===== src/rtl/pgc_pkg.sv =====
// constants, types and sequence helper for the pattern generator and checker
package pgc_pkg;

  localparam int REG_W = 8;
  localparam int ADDR_W = 8;
  localparam logic [ADDR_W-1:0] ADDR_CTL = 8'h71;
  localparam logic [ADDR_W-1:0] ADDR_STAT_ERR = 8'h72;
  localparam logic [ADDR_W-1:0] ADDR_EVT = 8'h73;

  // pattern_control fields
  localparam int CTL_SEL_LSB = 0;
  localparam int CTL_TX_PATTERN_INVERT_BIT = 2;
  localparam int CTL_RX_PATTERN_INVERT_BIT = 3;
  // pattern_status_error_control fields
  localparam int SEC_LOCKEN_BIT = 0;
  localparam int SEC_LOCKED_BIT = 1;
  localparam int SEC_INJ_BIT = 2;
  localparam int SEC_ERREN_BIT = 3;
  // pattern_event_flags fields
  localparam int EVT_LOCK_BIT = 0;
  localparam int EVT_ERR_BIT = 3;

  localparam logic [1:0] SEL_2E15 = 2'h0;
  localparam logic [1:0] SEL_2E20 = 2'h1;
  localparam logic [1:0] SEL_2E11 = 2'h2;

  localparam int LFSR_W = 20;
  localparam logic [LFSR_W-1:0] LFSR_SEED = 20'hfffff;
  localparam logic [LFSR_W-1:0] MASK15 = 20'h07fff;
  localparam logic [LFSR_W-1:0] MASK20 = 20'hfffff;
  localparam logic [LFSR_W-1:0] MASK11 = 20'h007ff;
  localparam int TAP15_A = 14;
  localparam int TAP15_B = 13;
  localparam int TAP20_A = 19;
  localparam int TAP20_B = 16;
  localparam int TAP11_A = 10;
  localparam int TAP11_B = 8;

  localparam int WIN_BITS = 48;
  localparam int LOCK_BITS = 48;
  localparam int ERR_LIMIT = 10;
  localparam int CNT_W = 6;
  localparam int ERR_W = 4;

  typedef struct packed {
    logic rx_inv;
    logic tx_inv;
    logic [1:0] seq_sel;
    logic err_en;
    logic inject;
    logic lock_en;
    logic flag_err;
    logic flag_lock;
    logic [REG_W-1:0] rd_data;
    logic irq_n;
  } pgc_top_st_t;

  localparam pgc_top_st_t TOP_RESET = '{irq_n: 1'b1, rd_data: 8'h00, default: 1'b0};

  typedef struct packed {
    logic [LFSR_W-1:0] lfsr;
    logic tx_bit;
  } pgc_gen_st_t;

  typedef struct packed {
    logic [LFSR_W-1:0] shreg;
    logic locked;
    logic [CNT_W-1:0] good_cnt;
    logic [CNT_W-1:0] win_cnt;
    logic [ERR_W-1:0] err_cnt;
  } pgc_chk_st_t;

  // next sequence bit; an all-zero state is kicked out by forcing a one
  function automatic logic pgc_feedback(input logic [LFSR_W-1:0] s, input logic [1:0] sel);
    logic [LFSR_W-1:0] m;
    logic t;
    case (sel)
      SEL_2E20: begin
        m = MASK20;
        t = s[TAP20_A] ^ s[TAP20_B];
      end
      SEL_2E11: begin
        m = MASK11;
        t = s[TAP11_A] ^ s[TAP11_B];
      end
      default: begin
        m = MASK15;
        t = s[TAP15_A] ^ s[TAP15_B];
      end
    endcase
    return t | ((s & m) == '0);
  endfunction

endpackage


===== src/rtl/pgc_if.sv =====
// internal links between register logic, generator and checker
`timescale 1ns/1ns
interface pgc_if;
  logic tx_bit_en;
  logic [1:0] seq_sel;
  logic tx_invert;
  logic inject_req;
  logic inject_done;
  logic tx_bit;
  logic rx_bit_en;
  logic rx_bit;
  logic locked;
  logic bit_err;
  logic lock_chg;

  modport gen (input tx_bit_en, seq_sel, tx_invert, inject_req, output tx_bit, inject_done);
  modport chk (input rx_bit_en, rx_bit, seq_sel, output locked, bit_err, lock_chg);
  modport ctl (output tx_bit_en, seq_sel, tx_invert, inject_req, rx_bit_en, rx_bit,
               input tx_bit, inject_done, locked, bit_err, lock_chg);
endinterface


===== src/rtl/pgc_gen.sv =====
// transmit sequence generator with inversion and single error injection
`timescale 1ns/1ns
module pgc_gen (
  input wire logic sys_clk,
  input wire logic rstn,
  pgc_if.gen g
);
  pgc_pkg::pgc_gen_st_t st_reg;
  pgc_pkg::pgc_gen_st_t st_next;
  logic fb;

  assign fb = pgc_pkg::pgc_feedback(st_reg.lfsr, g.seq_sel);
  assign g.inject_done = g.tx_bit_en & g.inject_req;
  assign g.tx_bit = st_reg.tx_bit;

  always_comb begin
    st_next = st_reg;
    if (g.tx_bit_en) begin
      st_next.lfsr = {st_reg.lfsr[pgc_pkg::LFSR_W-2:0], fb};
      st_next.tx_bit = fb ^ g.tx_invert ^ g.inject_req;
    end
  end

  always_ff @(posedge sys_clk) begin
    if (!rstn) begin
      st_reg <= '{lfsr: pgc_pkg::LFSR_SEED, tx_bit: 1'b0};
    end else begin
      st_reg <= st_next;
    end
  end
endmodule


===== src/rtl/pgc_chk.sv =====
// receive sequence checker with lock tracking
`timescale 1ns/1ns
module pgc_chk #(
  parameter int WIN_BITS = pgc_pkg::WIN_BITS,
  parameter int LOCK_BITS = pgc_pkg::LOCK_BITS,
  parameter int ERR_LIMIT = pgc_pkg::ERR_LIMIT
) (
  input wire logic sys_clk,
  input wire logic rstn,
  pgc_if.chk c
);
  localparam logic [pgc_pkg::CNT_W-1:0] WIN_LAST = pgc_pkg::CNT_W'(WIN_BITS - 1);
  localparam logic [pgc_pkg::CNT_W-1:0] LOCK_LAST = pgc_pkg::CNT_W'(LOCK_BITS - 1);
  localparam logic [pgc_pkg::ERR_W-1:0] ERR_LAST = pgc_pkg::ERR_W'(ERR_LIMIT - 1);

  pgc_pkg::pgc_chk_st_t st_reg;
  pgc_pkg::pgc_chk_st_t st_next;
  logic expect_bit;
  logic mism;

  assign expect_bit = pgc_pkg::pgc_feedback(st_reg.shreg, c.seq_sel);
  assign mism = c.rx_bit ^ expect_bit;
  assign c.locked = st_reg.locked;
  assign c.bit_err = c.rx_bit_en & st_reg.locked & mism;
  assign c.lock_chg = c.rx_bit_en & (st_next.locked != st_reg.locked);

  always_comb begin
    st_next = st_reg;
    if (c.rx_bit_en) begin
      if (st_reg.locked) begin
        st_next.shreg = {st_reg.shreg[pgc_pkg::LFSR_W-2:0], expect_bit};
        if (mism && st_reg.err_cnt == ERR_LAST) begin
          st_next.locked = 1'b0;
          st_next.good_cnt = '0;
          st_next.win_cnt = '0;
          st_next.err_cnt = '0;
        end else if (st_reg.win_cnt == WIN_LAST) begin
          st_next.win_cnt = '0;
          st_next.err_cnt = '0;
        end else begin
          st_next.win_cnt = st_reg.win_cnt + 1'b1;
          st_next.err_cnt = st_reg.err_cnt + {{(pgc_pkg::ERR_W-1){1'b0}}, mism};
        end
      end else begin
        st_next.shreg = {st_reg.shreg[pgc_pkg::LFSR_W-2:0], c.rx_bit};
        if (mism) begin
          st_next.good_cnt = '0;
        end else if (st_reg.good_cnt == LOCK_LAST) begin
          st_next.locked = 1'b1;
          st_next.good_cnt = '0;
          st_next.win_cnt = '0;
          st_next.err_cnt = '0;
        end else begin
          st_next.good_cnt = st_reg.good_cnt + 1'b1;
        end
      end
    end
  end

  always_ff @(posedge sys_clk) begin
    if (!rstn) begin
      st_reg <= '0;
    end else begin
      st_reg <= st_next;
    end
  end
endmodule


===== src/rtl/pgc_top.sv =====
// pattern_gen_checker: register file, event flags, interrupt and sub-blocks
`timescale 1ns/1ns
module pgc_top (
  input wire logic sys_clk,
  input wire logic rstn,
  input wire logic [pgc_pkg::ADDR_W-1:0] reg_addr,
  input wire logic [pgc_pkg::REG_W-1:0] reg_wdata,
  input wire logic reg_wr,
  input wire logic reg_rd,
  output logic [pgc_pkg::REG_W-1:0] reg_rdata,
  input wire logic tx_bit_en,
  output logic tx_data,
  input wire logic rx_bit_en,
  input wire logic rx_data,
  output logic irq_n
);
  pgc_pkg::pgc_top_st_t st_reg;
  pgc_pkg::pgc_top_st_t st_next;
  logic wr_ctl;
  logic wr_sec;
  logic wr_evt;
  logic clr_err;
  logic clr_lock;

  pgc_if ifc ();

  pgc_gen u_gen (
    .sys_clk(sys_clk),
    .rstn(rstn),
    .g(ifc.gen)
  );

  pgc_chk u_chk (
    .sys_clk(sys_clk),
    .rstn(rstn),
    .c(ifc.chk)
  );

  assign ifc.tx_bit_en = tx_bit_en;
  assign ifc.rx_bit_en = rx_bit_en;
  assign ifc.seq_sel = st_reg.seq_sel;
  assign ifc.tx_invert = st_reg.tx_inv;
  assign ifc.inject_req = st_reg.inject;
  assign ifc.rx_bit = rx_data ^ st_reg.rx_inv;

  assign wr_ctl = reg_wr && (reg_addr == pgc_pkg::ADDR_CTL);
  assign wr_sec = reg_wr && (reg_addr == pgc_pkg::ADDR_STAT_ERR);
  assign wr_evt = reg_wr && (reg_addr == pgc_pkg::ADDR_EVT);
  assign clr_err = wr_evt && reg_wdata[pgc_pkg::EVT_ERR_BIT];
  assign clr_lock = wr_evt && reg_wdata[pgc_pkg::EVT_LOCK_BIT];

  assign reg_rdata = st_reg.rd_data;
  assign tx_data = ifc.tx_bit;
  assign irq_n = st_reg.irq_n;

  always_comb begin
    st_next = st_reg;
    if (wr_ctl) begin
      st_next.rx_inv = reg_wdata[pgc_pkg::CTL_RX_PATTERN_INVERT_BIT];
      st_next.tx_inv = reg_wdata[pgc_pkg::CTL_TX_PATTERN_INVERT_BIT];
      st_next.seq_sel = reg_wdata[pgc_pkg::CTL_SEL_LSB +: 2];
    end
    if (ifc.inject_done) begin
      st_next.inject = 1'b0;
    end
    if (wr_sec) begin
      st_next.err_en = reg_wdata[pgc_pkg::SEC_ERREN_BIT];
      st_next.lock_en = reg_wdata[pgc_pkg::SEC_LOCKEN_BIT];
      st_next.inject = reg_wdata[pgc_pkg::SEC_INJ_BIT];
    end
    if (clr_err) begin
      st_next.flag_err = 1'b0;
    end
    if (ifc.bit_err) begin
      st_next.flag_err = 1'b1;
    end
    if (clr_lock) begin
      st_next.flag_lock = 1'b0;
    end
    if (ifc.lock_chg) begin
      st_next.flag_lock = 1'b1;
    end
    st_next.rd_data = '0;
    if (reg_rd) begin
      case (reg_addr)
        pgc_pkg::ADDR_CTL: begin
          st_next.rd_data[pgc_pkg::CTL_RX_PATTERN_INVERT_BIT] = st_reg.rx_inv;
          st_next.rd_data[pgc_pkg::CTL_TX_PATTERN_INVERT_BIT] = st_reg.tx_inv;
          st_next.rd_data[pgc_pkg::CTL_SEL_LSB +: 2] = st_reg.seq_sel;
        end
        pgc_pkg::ADDR_STAT_ERR: begin
          st_next.rd_data[pgc_pkg::SEC_ERREN_BIT] = st_reg.err_en;
          st_next.rd_data[pgc_pkg::SEC_INJ_BIT] = st_reg.inject;
          st_next.rd_data[pgc_pkg::SEC_LOCKED_BIT] = ifc.locked;
          st_next.rd_data[pgc_pkg::SEC_LOCKEN_BIT] = st_reg.lock_en;
        end
        pgc_pkg::ADDR_EVT: begin
          st_next.rd_data[pgc_pkg::EVT_ERR_BIT] = st_reg.flag_err;
          st_next.rd_data[pgc_pkg::EVT_LOCK_BIT] = st_reg.flag_lock;
        end
        default: begin
          st_next.rd_data = '0;
        end
      endcase
    end
    st_next.irq_n = !((st_next.flag_err && st_next.err_en) ||
                      (st_next.flag_lock && st_next.lock_en));
  end

  always_ff @(posedge sys_clk) begin
    if (!rstn) begin
      st_reg <= pgc_pkg::TOP_RESET;
    end else begin
      st_reg <= st_next;
    end
  end
endmodule


===== config.mk =====
export PLATFORM = sky130hd
export DESIGN_NAME = pgc_top
export DESIGN_NICKNAME = d
export VERILOG_FILES = /design/src/rtl/pgc_pkg.sv /design/src/rtl/pgc_if.sv /design/src/rtl/pgc_gen.sv /design/src/rtl/pgc_chk.sv /design/src/rtl/pgc_top.sv
export SDC_FILE = /design/constraint.sdc
export NUM_CORES = 1
export LEC_CHECK = 0
export BUFFER_PORTS_ARGS = -buffer_cell sky130_fd_sc_hd__buf_4
export CAP_MARGIN = 10
export CORE_UTILIZATION = 40
export DETAILED_ROUTE_END_ITERATION = 8
export GPL_TIMING_DRIVEN = 1
export REMOVE_ABC_BUFFERS = 1
export SYNTH_ARGS = -nofsm -noshare
export SYNTH_HDL_FRONTEND = slang
export SYNTH_SLANG_ARGS = --single-unit
export TNS_END_PERCENT = 1

===== constraint.sdc =====
create_clock -name sys_clk -period 5.4 [get_ports sys_clk]
set_input_delay 0.81 -clock sys_clk [delete_from_list [all_inputs] [get_ports sys_clk]]
set_output_delay 0.81 -clock sys_clk [all_outputs]
set_load 0.1 [all_outputs]

Yosys cells after proc, flatten, opt, wreduce, memory -nomap -nowiden. Index checks and enable logic that the tools add are counted.

Reductions and logical operators: 17. Multiply operators: 0. $lt $le $gt $ge: 0. Mux-type cells: 23. Equal/unequal tests: 11. Shift-type cells: 0. Divide/modulo/power cells: 0. Bitwise operators: 18. $add $sub $neg: 3.

Operator list (count): $and 20x20->20 (2); $logic_not 20->1 (2); $mux 10 (4); $pmux 20 s2 (1); $eq 8x7->1 const B (3); $mux 18 (1); $mux 17 (1); $add 6x1->6 const B (2); $eq 6x6->1 const B (2); $mux 6 (2); $xor 1x1->1 (10); $logic_and 1x1->1 (8); $mux 1 (7); $mux 7 (1); $pmux 1 s3 (2); $add 4x1->4 (1); $and 1x1->1 (4); $eq 4x4->1 const B (1); $pmux 1 s2 (2); $pmux 2 s2 (1); $reduce_and 2->1 (2); $reduce_bool 2->1 (2); $mux 3 (1); $reduce_and 3->1 (1); other kinds (8) (9).

Register bits: 76. Memories: 0. Bits of input ports: 23. Memory bits (read-only): 0. Logic and storage cells: 90. Bits in writable memories: 0. Output and inout bits: 10. Bits in latches: 0.

Longest topological paths before layout.
Word-level depth: 17. Depth in mapped cells: 12. Mapped depth without buffers: 12.

Hierarchy. From an unflattened synthesis, not the netlist that was laid out.

Cells, all modules: 374. Area, all modules: 3534.6 µm².

Modules (own cells, without submodules): pgc_chk (cells an instance 212, area an instance 1954.4 µm², times used 1, sequential area each 740.7 µm²); pgc_gen (cells an instance 90, area an instance 908.4 µm², times used 1, sequential area each 420.4 µm²); pgc_top (cells an instance 72, area an instance 671.9 µm², times used 1, sequential area each 280.3 µm²).

Least setup slack after synthesis. Ideal clock, no wire load.

Path type: register to register. From: reg st_reg, in the netlist ifc.seq_sel[0]. To: reg u_chk.st_reg[2] (netlist name). Data required time: 5.286 ns. Cell stages (with the launch flop): 11. Clock period less this slack: 2.243 ns. Library setup time: 0.114 ns. Path buffers: 0. Arrival time: 2.129 ns. Setup slack: 3.157 ns. Cells stage by stage: dfxtp_1 > inv_1 > ha_1 > a22oi_1 > o211ai_4 > xnor2_2 > inv_2 > ha_1 > ha_1 > nor3b_1 > a21o_1.

Cells in the longest elaborated chain, start to end: 10. Elaborated cells on any way between the ends: 15. Classes of those cells: add/sub: 1; eq/ne: 3; mux: 5; bitwise: 3; reduce/logical: 3.

RTL lines: start: declaration (line pgc_top.sv:17) `pgc_pkg::pgc_top_st_t st_reg;`; start signal: assignment (line pgc_top.sv:112) `st_reg <= pgc_pkg::TOP_RESET;`; start signal: assignment (line pgc_top.sv:114) `st_reg <= st_next;`; $eq 2x2->1 / $eq 2x1->1 (equally long branches) (line pgc_pkg.sv:77) `case (sel)`; $pmux 20 s2 (line pgc_pkg.sv:77); $and 20x20->20 (line pgc_pkg.sv:91) `return t | ((s & m) == '0);`; $logic_not 20->1 (line pgc_pkg.sv:91); $or 1x1->1 * (line pgc_pkg.sv:91); $xor 1x1->1 * (line pgc_chk.sv:22) `assign mism = c.rx_bit ^ expect_bit;`; $add 4x1->4 (line pgc_chk.sv:42) `st_next.err_cnt = st_reg.err_cnt + {{(pgc_pkg::ERR_W-1){1'b0}}, mism};`; $mux 10 (line pgc_chk.sv:37) `end else if (st_reg.win_cnt == WIN_LAST) begin`; $mux 10 (line pgc_chk.sv:32) `if (mism && st_reg.err_cnt == ERR_LAST) begin`; $mux 18 (line pgc_chk.sv:30) `if (st_reg.locked) begin`; end signal: assignment (line pgc_chk.sv:64) `st_reg <= st_next;`; end: declaration (line pgc_chk.sv:16) `pgc_pkg::pgc_chk_st_t st_reg;`.

Every way passes the cells marked *; elsewhere a longest branch is shown, timed or not. A chain may end at the register's enable or synchronous reset.

Final worst setup path.
From: reg st_reg, in the netlist ifc.seq_sel[1]. To: reg u_chk.st_reg[2] (netlist name).

The elaborated chain is that of the path after synthesis.

==> flow_summary.json <==
{
  "clk_path_buf_depth": 2,
  "cap_violations": 0,
  "crit_buf_inv": 1,
  "regArea_sq_mm": 0.001441,
  "hpwlAfterDp_microns": 4478,
  "startpoint_type": "register",
  "yosysTopAreaCell": "dfxtp_1",
  "drive_gt1_share_pct": 14.03,
  "syn_inst": 364,
  "multi_input_area_sq_mm": 0.001755,
  "viasPerCell": 5.253,
  "finClkSkew_ns": 0.007418,
  "final_common_cell": "dfxtp_1",
  "crit_type": "reg2reg",
  "drt_iter0_markers": 148,
  "setup_ws_ns": 2.792,
  "cpMostUsedCell": "nand4_1",
  "grt_pass1_vias": 2392,
  "status": "complete, no violations",
  "synth_area_leaders": "dfxtp_1 (43%), mux2i_1 (13%), nor2_1 (4.8%)",
  "io_pins": 33,
  "avgSynthCellArea_sq_um": 9.174,
  "cts_buffers": 9,
  "grt_usage_pct": 16.10,
  "clockRootBuffer": "clkbuf_8",
  "die_area_sq_mm": 0.008718,
  "cp-end-kind": "register",
  "synth_top_area_share_pct": 43.16,
  "clkSlewWorstSetupHoldPaths_ns": 0.08,
  "fillers": 767,
  "drc_errors": 0,
  "grt_pass1_wl_microns": 10950,
  "rows": 32,
  "largest_reg_flops": 36,
  "insertion_delay_ns": 0.35,
  "stdcell_count": 487,
  "first_pass_iters": 4,
  "final-hold-violation-count": 0,
  "holdPathStages": 2,
  "mostFrequentLayoutCells": "dfxtp_1 (72), mux2i_1 (44), nor2_1 (43)",
  "synthesis.area_sq_mm": 0.003339,
  "cp_slowest_cell": "mux2i_1",
  "cp_cell_sequence": "inv_1 > ha_1 > nand2_1 > nand4_1 > o211ai_4 > mux2i_1 > nand4_1 > nor3b_1 > a21o_1",
  "die_w_microns": 93.37,
  "antennaDiodeCount": 0,
  "yosys_register_bits": 72,
  "async_reset_ff_share_pct": 0,
  "worst_pin_slew_ns": 0.5938,
  "ant_nets": 0,
  "portBuffers": 24,
  "setup_viol": 0,
  "drv_slew": 0,
  "antenna_found_initial": 0,
  "yosysWarnings": 0,
  "dp_cells": 471,
  "cp.depth": 9,
  "synth.distinct_cells": 51,
  "postCtsHoldBufs": 0,
  "overflow": 0,
  "nets": 411,
  "fin_crit_sh_pct": 48.30,
  "min_period_ns": 2.608,
  "critPathMaxStageDelay_ns": 0.51,
  "cts_tree": "built",
  "grt_max_degree": 34,
  "postPlaceCellArea_sq_mm": 0.003542,
  "htreeDepth": 3,
  "globalplace.congestion": 0.8036,
  "vias": 2558,
  "drt-total-wl_microns": 6354,
  "postCtsResizedCells": 0,
  "rsz0062_at_grt": "no",
  "worstPathMaxFanout": 7,
  "synth_edf_count": 0,
  "post-cts-setup-buffer-count": 0,
  "ys_seq_area_share_pct": 43.16,
  "cp.arrival_ns": 2.91,
  "pre_cts_ws_ns": 2.781,
  "slew_headroom_pct": 60.11,
  "clkSinkCount": 72,
  "p_per_area_mw_per_mm2": 287.5,
  "hold_path_class": "reg2reg",
  "critPathRequiredTime_ns": 5.70,
  "core-area_sq_mm": 0.007888,
  "synth-main-ff-cell": "dfxtp_1",
  "initial_core_util_pct": 42.34,
  "p_leak_nw": 1.548,
  "avgRoutedWirePerCell_microns": 13.05,
  "ir_drop_v": 0.0001365,
  "post-route-util_pct": 47.76,
  "critical-path-top-delay-family": "simple AND/OR/NAND/NOR gates",
  "die_y_microns": 93.37,
  "final_area_sq_mm": 0.003767,
  "areaGrowthSynthToFinish_pct": 12.81,
  "finalSetupTns_ns": 0,
  "rr_worst_depth": 9,
  "fmax_ghz": 0.3834
}
synth_stat cells (all sizes together) (4+ instances only):
cell type and number:
a22oi 6, nor3 6, xor2 8, nand3 17, nor3b 4, a21oi 14, a31oi 4, nand2 38
nor4 6, ha 8, inv 8, buf 12, nor2 43, a21o 4, o21ai 13, nand4 5
mux2i 44, dfxtp 72, nor2b 4, clkbuf 11
worst paths after layout:
| path | slack [ns] | startpoint | endpoint |
|---|---|---|---|
| min reg2reg | 0.48 | u_chk.st_reg[0] | u_chk.st_reg[0] |
| max | 2.79 | ifc.seq_sel[1] | u_chk.st_reg[2] |
| max reg2reg | 2.79 | ifc.seq_sel[1] | u_chk.st_reg[2] |
| min | 0.48 | u_chk.st_reg[0] | u_chk.st_reg[0] |
layer usage:
layer	track usage, %	share of wire [%]	wire [microns]	up-vias
li1	-	-	-	1318
met1	21.02	50	3183	1170
met5	0	0	0	-
met2	24.45	44	2771	59
met3	3.333	3.8	244	11
met4	9.487	2.4	155	0
cells by family after synthesis:
logic type | share of synthesized area (%)
AOI/OAI and AO/OA | 12.89
xor gates and xnor gates | 3.110
adders and majority gates | 2.997
buffers and inverters | 4.609
DFF | 43.16
muxes | 13.86
other | 0.1123
and+or+nand+nor | 19.26
worst reg2reg max path: cells and delay by family (launching register included):
kind	cells	cell delay [ns]
AOI/OAI and AO/OA	2	0.40
buffers and inverters	1	0.08
adders and majority gates	1	0.26
DFF	1	0.41
and+or+nand+nor	4	0.90
muxes	1	0.51
stage by stage:
step | power, mW | hold slack [ns]
6_report | 1.083 | 0.4810
2_1_floorplan | 0.5954 | 0.4431
3_3_place_gp | 0.6275 | 0.4555
3_5_place_dp | 0.6277 | 0.4641
4_1_cts | 1.094 | 0.4825
5_1_grt | 1.124 | 0.5109
power by group:
part	switching [mW]	leakage (nW)	total [mW]	internal (mW)
Sequential	0.00334	0.582	0.538	0.534
Combinational	0.0510	0.854	0.0776	0.0266
Clock	0.202	0.112	0.468	0.266
Total	0.257	1.55	1.08	0.826
area by class of cell:
| type | instances | share of cell area (%) |
|---|---|---|
| Clock buffer | 13 | 4.749 |
| Clock inverter | 3 | 1.229 |
| Inverter | 8 | 0.7971 |
| Multi-Input combinational cell | 264 | 46.60 |
| Sequential cell | 72 | 38.26 |
| Tap cell | 102 | 3.388 |
| Timing Repair Buffer | 25 | 4.982 |
(Power assumes the default switching activity.)
